### src/core/step_seq_map.svh
// Offsets, field positions, hold codes and timing counts of the step sequencer
`ifndef STEP_SEQ_MAP_SVH
`define STEP_SEQ_MAP_SVH
// Register offsets (index into a word-wide map)
`define SEQ_CTRL_OFS       4'h0
`define SEQ_STATUS_OFS     4'h1
`define SEQ_ENTRY_SEL_OFS  4'h2
`define SEQ_ENTRY_DATA_OFS 4'h3
`define SEQ_COUNT_OFS      4'h4
// Control bits: write one to trigger
`define CTRL_REMOVE_BIT    0
`define CTRL_APPEND_BIT    1
`define CTRL_CLEAR_BIT     2
// Entry word fields
`define ENT_STEP_LSB       0
`define ENT_STEP_MSB       6
`define ENT_SKIP_BIT       7
`define ENT_HOLD_LSB       8
`define ENT_HOLD_MSB       21
// Hold codes: values below TIMED_BASE are pass/fail pairs
`define HOLD_PH_FH         14'h0000
`define HOLD_PH_FS         14'h0001
`define HOLD_PH_FC         14'h0002
`define HOLD_PC_FH         14'h0003
`define HOLD_PC_FS         14'h0004
`define HOLD_PC_FC         14'h0005
`define HOLD_TIMED_BASE    14'h0010
// Timed hold span in tenths of a second: 0.1 s .. 999.9 s
`define HOLD_TENTHS_MIN    14'd1
`define HOLD_TENTHS_MAX    14'd9999
// Tick period in ns and derived cycle count at 40 MHz (25 ns)
`define TICK_NS            100000000
`define CLK_NS             25
`define TICK_CYCLES        (`TICK_NS / `CLK_NS)
`define STEP_NUM_MIN       7'd1
`define STEP_NUM_MAX       7'd100
`endif

### src/core/step_seq_pkg.sv
// Types for the automatic test step sequencer
`default_nettype none
package step_seq_pkg;
	typedef enum logic [2:0] {
		ST_READY = 3'b000,
		ST_FETCH = 3'b001,
		ST_RUN   = 3'b010,
		ST_HOLD  = 3'b011,
		ST_TIMED = 3'b100
	} seq_state_t;
endpackage : step_seq_pkg
`default_nettype wire

### src/core/step_sequencer.sv
// Automatic test step sequencer: entry list, hold actions, run control
// Notes on behaviour
// - Skip-flagged entries are passed over during runs
// - Remove request deletes selected entry, closing gap
// - Each entry holds a hold-action code
// - Pass with hold waits for START
// - Pass with continue advances automatically
// - Fail with hold waits for START
// - Fail with stop ends whole run
// - Fail with continue advances automatically
// - Timed hold waits programmed tenths, ignoring verdict
// - At most ten entries, steps 1 to 100
// - START begins run only when ready
//
// The address-and-strobe port and the register offsets were decided locally.
`timescale 1ns/1ps
`default_nettype none
`include "step_seq_map.svh"
module step_sequencer
	import step_seq_pkg::*;
#(
	parameter int MAX_ENTRIES = 10,
	parameter int TICK_CYCLES = `TICK_CYCLES
)(
	// Clock and reset
	input  wire logic        clk_i,
	input  wire logic        nrst_i,
	// Register port
	input  wire logic [3:0]  addr_i,
	input  wire logic [31:0] wdata_i,
	input  wire logic        wr_i,
	input  wire logic        rd_i,
	output logic      [31:0] rdata_o,
	// Operator and measurement side (asynchronous pins)
	input  wire logic        start_i,
	input  wire logic        verdict_valid_i,
	input  wire logic        verdict_pass_i,
	// Step execution outputs
	output logic             step_go_o,
	output logic      [6:0]  stored_test_step_o,
	output logic             running_o,
	output logic             run_done_o,
	output logic             run_stopped_o
);
	localparam int IW = $clog2(MAX_ENTRIES + 1);
	localparam int CW = $clog2(TICK_CYCLES + 1);
	// Elaboration check: the index fields serve at most 15 entries
	if (MAX_ENTRIES < 1 || MAX_ENTRIES > 15 || TICK_CYCLES < 1)
	begin : g_bad_params
		$error("step_sequencer: unsupported parameter values");
	end

	////////////////////////////////////////////////////////////////////////
	typedef struct packed {
		seq_state_t                   st;
		logic [MAX_ENTRIES-1:0][6:0]  step;
		logic [MAX_ENTRIES-1:0]       skip;
		logic [MAX_ENTRIES-1:0][13:0] hold;
		logic [IW-1:0]                count;
		logic [IW-1:0]                sel;
		logic [IW-1:0]                idx;
		logic [CW-1:0]                tick;
		logic [13:0]                  tenths;
		logic [2:0]                   start_sy;
		logic [1:0]                   vval_sy;
		logic [1:0]                   vpass_sy;
		logic                         vval_d;
		logic [31:0]                  rdata;
		logic                         go;
		logic [6:0]                   cur_step;
		logic                         done;
		logic                         stopped;
		logic                         running;
	} regs_t;

	regs_t r;
	regs_t next_r;

	logic start_rise;
	logic verdict_ev;
	assign start_rise = r.start_sy[1] & ~r.start_sy[2];
	assign verdict_ev = r.vval_sy[1] & ~r.vval_d;

	////////////////////////////////////////////////////////////////////////
	// Next-state logic: register port, list editing and run sequencing
	always_comb
	begin
		logic [13:0] h;
		logic        hold_it;
		logic        stop_it;
		h       = 14'h0000;
		hold_it = 1'b0;
		stop_it = 1'b0;
		next_r = r;
		next_r.go = 1'b0;
		// Pins pass two flops; third stage only feeds the edge detect
		next_r.start_sy = {r.start_sy[1:0], start_i};
		next_r.vval_sy  = {r.vval_sy[0], verdict_valid_i};
		next_r.vpass_sy = {r.vpass_sy[0], verdict_pass_i};
		next_r.vval_d   = r.vval_sy[1];
		// Read data valid only in the cycle after the strobe
		next_r.rdata = 32'h0000_0000;
		if (rd_i)
		begin
			case (addr_i)
				`SEQ_STATUS_OFS:    next_r.rdata = {24'h000000, r.done, r.stopped, 3'h0, r.st};
				`SEQ_ENTRY_SEL_OFS: next_r.rdata = {{(32-IW){1'b0}}, r.sel};
				`SEQ_ENTRY_DATA_OFS:
					if (r.sel < IW'(MAX_ENTRIES))
						next_r.rdata = {10'h000, r.hold[r.sel], r.skip[r.sel], r.step[r.sel]};
				`SEQ_COUNT_OFS:     next_r.rdata = {{(32-IW){1'b0}}, r.count};
				default:            next_r.rdata = 32'h0000_0000;
			endcase
		end
		// List edits only while ready, so a run never sees the list shift
		if (wr_i && r.st == ST_READY)
		begin
			case (addr_i)
				`SEQ_ENTRY_SEL_OFS: next_r.sel = wdata_i[IW-1:0];
				`SEQ_ENTRY_DATA_OFS:
					if (r.sel < r.count && wdata_i[`ENT_STEP_MSB:`ENT_STEP_LSB] >= `STEP_NUM_MIN
						&& wdata_i[`ENT_STEP_MSB:`ENT_STEP_LSB] <= `STEP_NUM_MAX)
					begin
						next_r.step[r.sel] = wdata_i[`ENT_STEP_MSB:`ENT_STEP_LSB];
						next_r.skip[r.sel] = wdata_i[`ENT_SKIP_BIT];
						next_r.hold[r.sel] = wdata_i[`ENT_HOLD_MSB:`ENT_HOLD_LSB];
					end
				`SEQ_CTRL_OFS:
				begin
					if (wdata_i[`CTRL_CLEAR_BIT])
						next_r.count = '0;
					else if (wdata_i[`CTRL_APPEND_BIT] && r.count < IW'(MAX_ENTRIES))
					begin
						next_r.step[r.count] = `STEP_NUM_MIN;
						next_r.skip[r.count] = 1'b0;
						next_r.hold[r.count] = `HOLD_PC_FC;
						next_r.count = r.count + 1'b1;
					end
					else if (wdata_i[`CTRL_REMOVE_BIT] && r.sel < r.count)
					begin
						// Shift later entries down one place
						for (int i = 0; i < MAX_ENTRIES - 1; i++)
							if (i >= int'(r.sel))
							begin
								next_r.step[i] = r.step[i+1];
								next_r.skip[i] = r.skip[i+1];
								next_r.hold[i] = r.hold[i+1];
							end
						next_r.count = r.count - 1'b1;
					end
				end
				default: ;
			endcase
		end
		// Run sequencing
		case (r.st)
			ST_READY:
				if (start_rise && r.count != '0)
				begin
					next_r.idx = '0;
					next_r.done = 1'b0;
					next_r.stopped = 1'b0;
					next_r.st = ST_FETCH;
				end
			ST_FETCH:
				if (r.idx >= r.count || r.idx >= IW'(MAX_ENTRIES))
				begin
					next_r.done = 1'b1;
					next_r.st = ST_READY;
				end
				else if (r.skip[r.idx])
					next_r.idx = r.idx + 1'b1;
				else
				begin
					next_r.cur_step = r.step[r.idx];
					next_r.go = 1'b1;
					next_r.st = ST_RUN;
				end
			ST_RUN:
				if (verdict_ev)
				begin
					h = r.hold[r.idx];
					if (h >= `HOLD_TIMED_BASE)
					begin
						// Timed hold ignores the verdict
						next_r.tenths = h - `HOLD_TIMED_BASE;
						if (next_r.tenths < `HOLD_TENTHS_MIN)
							next_r.tenths = `HOLD_TENTHS_MIN;
						if (next_r.tenths > `HOLD_TENTHS_MAX)
							next_r.tenths = `HOLD_TENTHS_MAX;
						next_r.tick = CW'(TICK_CYCLES - 1);
						next_r.st = ST_TIMED;
					end
					else
					begin
						if (r.vpass_sy[1])
							hold_it = (h <= `HOLD_PH_FC);
						else
						begin
							hold_it = (h == `HOLD_PH_FH) || (h == `HOLD_PC_FH);
							stop_it = (h == `HOLD_PH_FS) || (h == `HOLD_PC_FS);
						end
						if (stop_it)
						begin
							next_r.stopped = 1'b1;
							next_r.st = ST_READY;
						end
						else if (hold_it)
							next_r.st = ST_HOLD;
						else
						begin
							next_r.idx = r.idx + 1'b1;
							next_r.st = ST_FETCH;
						end
					end
				end
			ST_HOLD:
				if (start_rise)
				begin
					next_r.idx = r.idx + 1'b1;
					next_r.st = ST_FETCH;
				end
			ST_TIMED:
				// Tenth-second countdown from the programmed value
				if (r.tick != '0)
					next_r.tick = r.tick - 1'b1;
				else if (r.tenths <= 14'd1)
				begin
					next_r.idx = r.idx + 1'b1;
					next_r.st = ST_FETCH;
				end
				else
				begin
					next_r.tenths = r.tenths - 1'b1;
					next_r.tick = CW'(TICK_CYCLES - 1);
				end
			default: next_r.st = ST_READY;
		endcase
		// Busy flag registered beside the state so the port needs no decode
		next_r.running = (next_r.st != ST_READY);
	end

	////////////////////////////////////////////////////////////////////////
	// State register; list contents survive reset only as cleared
	always_ff @(posedge clk_i)
	begin
		if (!nrst_i)
			r <= '0;
		else
			r <= next_r;
	end

	// Outputs straight from flops
	assign rdata_o            = r.rdata;
	assign step_go_o          = r.go;
	assign stored_test_step_o = r.cur_step;
	assign running_o          = r.running;
	assign run_done_o         = r.done;
	assign run_stopped_o      = r.stopped;
endmodule : step_sequencer
`default_nettype wire

### config.mk
export PLATFORM = sky130hd
export DESIGN_NAME = step_sequencer
export DESIGN_NICKNAME = d
export VERILOG_FILES = /design/src/core/step_seq_pkg.sv /design/src/core/step_sequencer.sv
export VERILOG_INCLUDE_DIRS = /design/src /design/src/core
export SDC_FILE = /design/constraint.sdc
export NUM_CORES = 1
export LEC_CHECK = 0
export BUFFER_PORTS_ARGS = -buffer_cell sky130_fd_sc_hd__buf_2
export CORE_MARGIN = 1.5
export CORE_UTILIZATION = 39
export CTS_CLUSTER_SIZE = 28
export DETAILED_ROUTE_END_ITERATION = 8
export PLACE_DENSITY_LB_ADDON = 0.08
export SLEW_MARGIN = 20
export SYNTH_ARGS = -nofsm -noshare
export SYNTH_HDL_FRONTEND = slang
export SYNTH_SLANG_ARGS = --single-unit
### constraint.sdc
create_clock -name clk_i -period 5.5 [get_ports clk_i]
set_input_delay 0.275 -clock clk_i [delete_from_list [all_inputs] [get_ports clk_i]]
set_output_delay 0.275 -clock clk_i [all_outputs]
set_load 0.005 [all_outputs]
==> flow_metrics.py, run 1 <==
metrics = {
    "outcome": {
        "run_status": "finished with violations",
        "violations": "design-rule violations",
    },
    "drt": {
        "ant_nets": 0,
        "route.detailed.drc": 6,
        "drt_iter0_markers": 2061,
        "viasPerCell": 6.460,
        "dr.pass1.iters": 8,
        "wl_per_cell_um": 27.06,
        "wirelength_um": 76720,
        "vias": 18320,
    },
    "grt": {
        "met2_usage_pct": 47.27,
        "gr-total-overflow": 0,
        "grt_util_met1_pct": 43.81,
        "grt_first_pass_wirelength_um": 112800,
        "antenna_found_initial": 2,
        "grt_max_degree": 135,
        "met3_usage_pct": 5.278,
        "grt.total_usage_pct": 31.37,
        "first_global_vias": 16920,
        "top_usage_layer": "met2",
    },
    "worst_setup_path": {
        "cpPeakStageDelay_ns": 0.73,
        "path_class": "flip-flop to flip-flop",
        "critPathSlowestCell": "o21ai_1",
        "path_max_fanout": 16,
        "path_cells": "buf_4 > nand2b_1 > o22ai_1 > o21ai_0 > and2_1 > ha_1 > inv_1 > a21oi_1 > nand4_1 > o311ai_0 > a21oi_1 > o21ai_1 > o22ai_1 > a22oi_1 > nor2_1",
        "crit_family": "compound AO/OA/AOI/OAI gates",
        "crit_path_start_kind": "flip-flop",
        "cp-end-kind": "flip-flop",
        "timing.rr.start": "r[88]",
        "r2r_setup_slack_ns": 0.68,
        "r2r_cells": 15,
        "worstPathRequired_ns": 5.91,
        "critical_path_buf_inv_count": 2,
        "reg2reg_to": "r[63]",
        "arrival_ns": 5.23,
    },
    "sta": {
        "drv_slew": 0,
        "finalSetupViolCount": 0,
        "skew_ns": 0.03816,
        "max_freq_mhz": 207.4,
        "slew_headroom_pct": 17.28,
        "period_share_pct": 87.66,
        "period_minus_slack_ns": 4.821,
        "worst_pin_slew_ns": 1.238,
        "hold_viol_final": 0,
        "rsz0062_at_grt": "false",
        "fin_tns_setup_ns": 0,
        "whs_ns": 0.07585,
    },
    "clock_tree": {
        "clock_sinks": 312,
        "cts_setup_buffers": 0,
        "clk_latency_ns": 0.58,
        "clockRootBuffer": "clkbuf_16",
        "numCtsBuffers": 39,
        "cts_buffer_depth": 3,
        "ctsHtreeMaxLevel": 2,
        "cts-resized-gates": 0,
        "cts_tree": "yes",
        "clkTransAtPathRegs_ns": 0.06,
    },
    "job": {
        "maxCapViolCount": 0,
    },
    "placed_design": {
        "post-dp-hpwl_um": 45270,
        "gp_congestion": 0.8466,
        "port_buffers": 65,
        "placed_area_um2": 19160,
        "dp_cells": 2764,
    },
    "floorplan": {
        "dieArea_um2": 48610,
        "coreArea_um2": 46650,
        "io_pins": 86,
        "row_count": 79,
        "die-width_um": 220.5,
        "initial_utilization_pct": 39.54,
        "die_height_um": 220.5,
    },
    "yosys": {
        "synthDistinctLibCells": 75,
        "yosysWarnings": 0,
        "synthArstFlopShare_pct": 0,
        "ys_seq_area_share_pct": 33.86,
        "synth-seq-cells": 312,
        "synth_area_per_cell_um2": 8.184,
        "syn_area_um2": 18450,
        "ys_dominant_reg_cell": "dfxtp_1",
        "synthCells": 2254,
        "synth_edf_count": 0,
    },
    "layout": {
        "fin_cells": 2835,
        "fin_nets": 2264,
        "nFillCells": 4683,
        "final_cell_mix": "370 x nor2_1, 307 x dfxtp_1, 229 x a22oi_1, 195 x nand2_1, 165 x a21oi_1",
        "drive_gt1_share_pct": 14.72,
        "area_delta_synth_final_pct": 10.69,
        "antenna_cells": 0,
        "final_common_cell": "nor2_1",
        "fin_area_um2": 20420,
    },
    "power_and_ir_drop": {
        "p_total_uw": 5074,
        "ir_drop_v": 0.0001858,
        "power_density_nw_per_um2": 248.5,
        "leakage_uw": 0.006760,
    },
    "min_path": {
        "min_from": "wdata_i[1]",
        "min_path_cells": 3,
        "hp-class": "input pin to flip-flop",
        "min_to": "r[92]",
    },
}
## tightest hold or removal path: cells and delay by family
family	cells	cell delay [ns]
buf+inv	1	0.17
simple gates	1	0.10
compound gates	1	0.06
## worst max-delay path by stage
stage	cells after the start	slack, ns	end	start
global route	15	0.31	r[63]	r[88]
detailed placement	15	0.83	r[63]	r[88]
finish	15	0.68	r[63]	r[88]
CTS	15	0.81	r[63]	r[88]
floorplan	19	1.44	r[54]	r[88]
global placement	14	0.94	r[63]	r[88]
## synth_stat cells, drive strengths merged, types with 4 or more instances
library cell	n	share of area, %
nand3	24	0.68
nor4b	4	0.19
nor4	18	0.69
o21a	6	0.24
a32o	4	0.22
dfxtp	312	34
a211o	4	0.19
or4	10	0.41
a22oi	229	9.3
nor2b	37	1.3
buf	64	2.2
a21oi	167	4.5
a211oi	21	0.85
ha	17	1.2
mux2	25	1.5
mux4	72	8.8
or3	13	0.44
inv	21	0.43
and3	5	0.17
nand2	195	4.0
a222oi	25	1.4
nor3	28	0.76
xnor2	23	1.1
o211ai	5	0.20
mux2i	39	2.1
nand2b	22	0.75
o31ai	6	0.24
a221oi	9	0.43
o21ai	144	3.9
xor2	5	0.24
a21o	14	0.57
a31oi	8	0.27
a311oi	19	0.90
nand4	13	0.47
clkbuf	161	3.3
o22ai	20	0.71
o211a	5	0.27
and2	17	0.58
nor3b	4	0.16
a31o	8	0.38
or2	10	0.34
o41ai	4	0.19
o21bai	7	0.28
nor2	378	7.7
## metrics by stage
stage                     util, %  worst slack (ns)
final                       43.76            0.6786
after global routing        43.76            0.3083
after CTS                   43.76            0.8106
after detailed placement    41.07            0.8311
after global placement      41.01            0.9386
after floorplan                 -             1.437
## power breakdown
part | total (uW) | switching, uW | internal [uW]
Sequential | 2270 | 8.39 | 2270
Clock | 2500 | 1040 | 1460
Combinational | 300 | 216 | 84.2
## state kept, by name, summed over array words and instances, names as in the netlist
signal,count
r,274
rdata_o,22
stored_test_step_o,7
next_r,5
run_done_o,1
run_stopped_o,1
running_o,1
step_go_o,1
## area by class of cell
type	count	area, um^2	area share, %
Clock buffer	61	1179	5.772
Clock inverter	5	28.78	0.1409
Inverter	21	86.33	0.4228
Multi-Input combinational cell	1705	11280	55.24
Sequential cell	312	6260	30.66
Tap cell	607	759.5	3.720
Timing Repair Buffer	124	825.8	4.044
## logic make-up (layout without fill, tap and decap cells)
logic type / Yosys count / count (layout) / synth area share [%]
xor+xnor: 28 / 28 / 1.329
simple gates: 785 / 785 / 18.88
compound gates: 728 / 728 / 26.27
fa+ha+maj: 18 / 18 / 1.262
buf+inv: 246 / 211 / 5.942
mux: 136 / 136 / 12.43
other cells: 1 / 10 / 0.02033
flops: 312 / 312 / 33.86
## metal layers
metal  part of all wire [%]  vias to the layer above
li1                       -                     8197
met1                     43                     8921
met2                     44                     1000
met3                    9.4                      197
met4                    4.3                        0
met5                      0                        -
## repair_timing
item	4_1_cts	5_1_grt
endpoints found under the hold margin	5	0
hold buffers	5	0
setup endpoints to repair	0	0
(Power assumes the default switching activity.)
==> inputs of run 2 (changes only) <==
--- a/config.mk
+++ b/config.mk
@@ -7,7 +7,7 @@
 export NUM_CORES = 1
 export LEC_CHECK = 0
 export BUFFER_PORTS_ARGS = -buffer_cell sky130_fd_sc_hd__buf_2
-export CORE_MARGIN = 1.5
+export CORE_MARGIN = 4
 export CORE_UTILIZATION = 39
 export CTS_CLUSTER_SIZE = 28
 export DETAILED_ROUTE_END_ITERATION = 8
==> constraint.sdc (replaced) <==
create_clock -name clk_i -period 4.9 [get_ports clk_i]
set_input_delay 0.245 -clock clk_i [delete_from_list [all_inputs] [get_ports clk_i]]
set_output_delay 0.245 -clock clk_i [all_outputs]
set_load 0.005 [all_outputs]
==> run 2 against run 1 <==
Net effect:
- the run now ends clean
- critical path depth unchanged
- die area increased by 4.6%
- clock skew decreased by 0.015 ns
- cell area increased by 1.3%
- final cell count increased by 1.0%
- register-to-register slack got worse by 0.34 ns
- clock-buffer cell count decreased by 4
- sequential share of layout area decreased by 0.40 points
- power increased by 17%
- critical path type unchanged
==> flow_metrics.py, run 2 (same netlist as run 1, synthesis figures left out) <==
metrics = {
    "outcome": {
        "run_status": "finished, final reports clean",
    },
    "clock_tree": {
        "clock_sinks": 312,
        "clockRootBuffer": "clkbuf_16",
        "cts_buffer_depth": 3,
        "clk_latency_ns": 0.57,
        "clkTransAtPathRegs_ns": 0.06,
        "cts_tree": "yes",
        "numCtsBuffers": 39,
        "cts-resized-gates": 0,
        "ctsHtreeMaxLevel": 2,
    },
    "sta": {
        "max_freq_mhz": 219.2,
        "whs_ns": 0.03998,
        "worst_pin_slew_ns": 1.092,
        "rsz0062_at_grt": "false",
        "finalSetupViolCount": 0,
        "period_minus_slack_ns": 4.563,
        "drv_slew": 0,
        "period_share_pct": 93.12,
        "hold_viol_final": 0,
        "skew_ns": 0.02306,
        "slew_headroom_pct": 27.15,
        "fin_tns_setup_ns": 0,
    },
    "power_and_ir_drop": {
        "leakage_uw": 0.006917,
        "power_density_nw_per_um2": 286.0,
        "ir_drop_v": 0.0001947,
        "p_total_uw": 5917,
    },
    "layout": {
        "area_delta_synth_final_pct": 12.17,
        "final-seq-area_um2": 6260,
        "drive_gt1_share_pct": 15.95,
        "final_common_cell": "nor2_1",
        "largest_register": "r",
        "fin_area_um2": 20690,
        "fin_cells": 2864,
        "final_cell_mix": "370 x nor2_1, 307 x dfxtp_1, 229 x a22oi_1, 195 x nand2_1, 165 x a21oi_1",
        "antenna_cells": 0,
        "nFillCells": 4697,
        "multi_input_area_um2": 11290,
        "largest_register_ffs": 274,
        "fin_nets": 2287,
    },
    "drt": {
        "dr.pass1.iters": 6,
        "ant_nets": 0,
        "drt_iter0_markers": 2541,
        "viasPerCell": 6.373,
        "vias": 18250,
        "route.detailed.drc": 0,
        "wirelength_um": 75250,
        "wl_per_cell_um": 26.27,
    },
    "placed_design": {
        "placed_area_um2": 19310,
        "port_buffers": 65,
        "dp_cells": 2787,
        "post-dp-hpwl_um": 45580,
        "gp_congestion": 0.8799,
    },
    "grt": {
        "gr-total-overflow": 0,
        "grt_max_degree": 127,
        "antenna_found_initial": 0,
        "grt_first_pass_wirelength_um": 111600,
        "grt.total_usage_pct": 28.67,
        "first_global_vias": 17210,
    },
    "floorplan": {
        "dieArea_um2": 50840,
        "die-width_um": 225.5,
        "coreArea_um2": 46650,
        "io_pins": 86,
        "initial_utilization_pct": 39.54,
        "die_height_um": 225.5,
        "row_count": 79,
    },
    "worst_setup_path": {
        "critical_path_buf_inv_count": 2,
        "path_common_cell": "nor3_1",
        "crit_path_start_kind": "flip-flop",
        "arrival_ns": 4.97,
        "reg2reg_to": "r[52]",
        "path_max_fanout": 19,
        "r2r_setup_slack_ns": 0.34,
        "r2r_cells": 15,
        "critPathSlowestCell": "dfxtp_2",
        "cp-end-kind": "flip-flop",
        "timing.rr.start": "r[88]",
        "path_class": "flip-flop to flip-flop",
        "crit_family": "compound AO/OA/AOI/OAI gates",
        "worstPathRequired_ns": 5.30,
        "cpPeakStageDelay_ns": 0.73,
        "path_cells": "mux2i_1 > o22ai_1 > o21ai_0 > and2_1 > ha_1 > inv_1 > buf_4 > a211o_1 > nor3_1 > nor3_1 > or2_2 > o211ai_1 > a21o_1 > nor4b_1 > o32ai_1",
    },
    "job": {
        "maxCapViolCount": 0,
    },
    "min_path": {
        "min_to": "r[92]",
        "hp-class": "input pin to flip-flop",
        "min_path_cells": 3,
        "min_from": "wdata_i[1]",
    },
}
## run 2: area by class of cell
type                            count  share of cell area (%)
Clock buffer                       57                   5.630
Clock inverter                     15                  0.8103
Inverter                           21                  0.4172
Multi-Input combinational cell   1705                   54.55
Sequential cell                   312                   30.25
Tap cell                          607                   3.671
Timing Repair Buffer              147                   4.668
## run 2: worst max-delay path by stage
stage,slack [ns],cells past startpoint,start,endpoint
after floorplan,0.84,19,r[88],r[54]
after global placement,0.62,12,r[87],r[80]
after detailed placement,0.53,15,r[88],r[52]
after CTS,0.48,15,r[88],r[52]
after global routing,0.1,15,r[88],r[51]
final,0.34,15,r[88],r[52]
## run 2: what timing repair did
| item | 4_1_cts | 5_1_grt |
|---|---|---|
| hold endpoints to repair | 5 | 0 |
| hold buffers | 5 | 0 |
| buffers inserted | 0 | 0 |
## run 2: report_power, final
group / internal, uW / switching (uW) / total [uW] / leakage [uW]
registers: 2540 / 6.94 / 2550 / 0.00252
clock network: 1810 / 1210 / 3030 / 0.000662
logic: 97.6 / 244 / 341 / 0.00374
## run 2: per-layer routing
layer	global-route usage, %	up-vias	wire [um]
met2	43.79	944	32700
li1	-	8242	-
met4	9.682	0	2588
met1	40.26	8889	32760
met5	0	-	0
met3	6.409	177	7191
## run 2: worst min-delay path, cell delays in order
cell and delay [ns]:
buf_2 0.17, nand3_1 0.09, a21oi_1 0.05
## run 2: metrics by stage
step	setup slack [ns]	util (%)
after global routing	0.09700	44.35
final	0.3370	44.35
after floorplan	0.8370	-
after detailed placement	0.5250	41.39
after CTS	0.4786	44.35
after global placement	0.6223	41.39
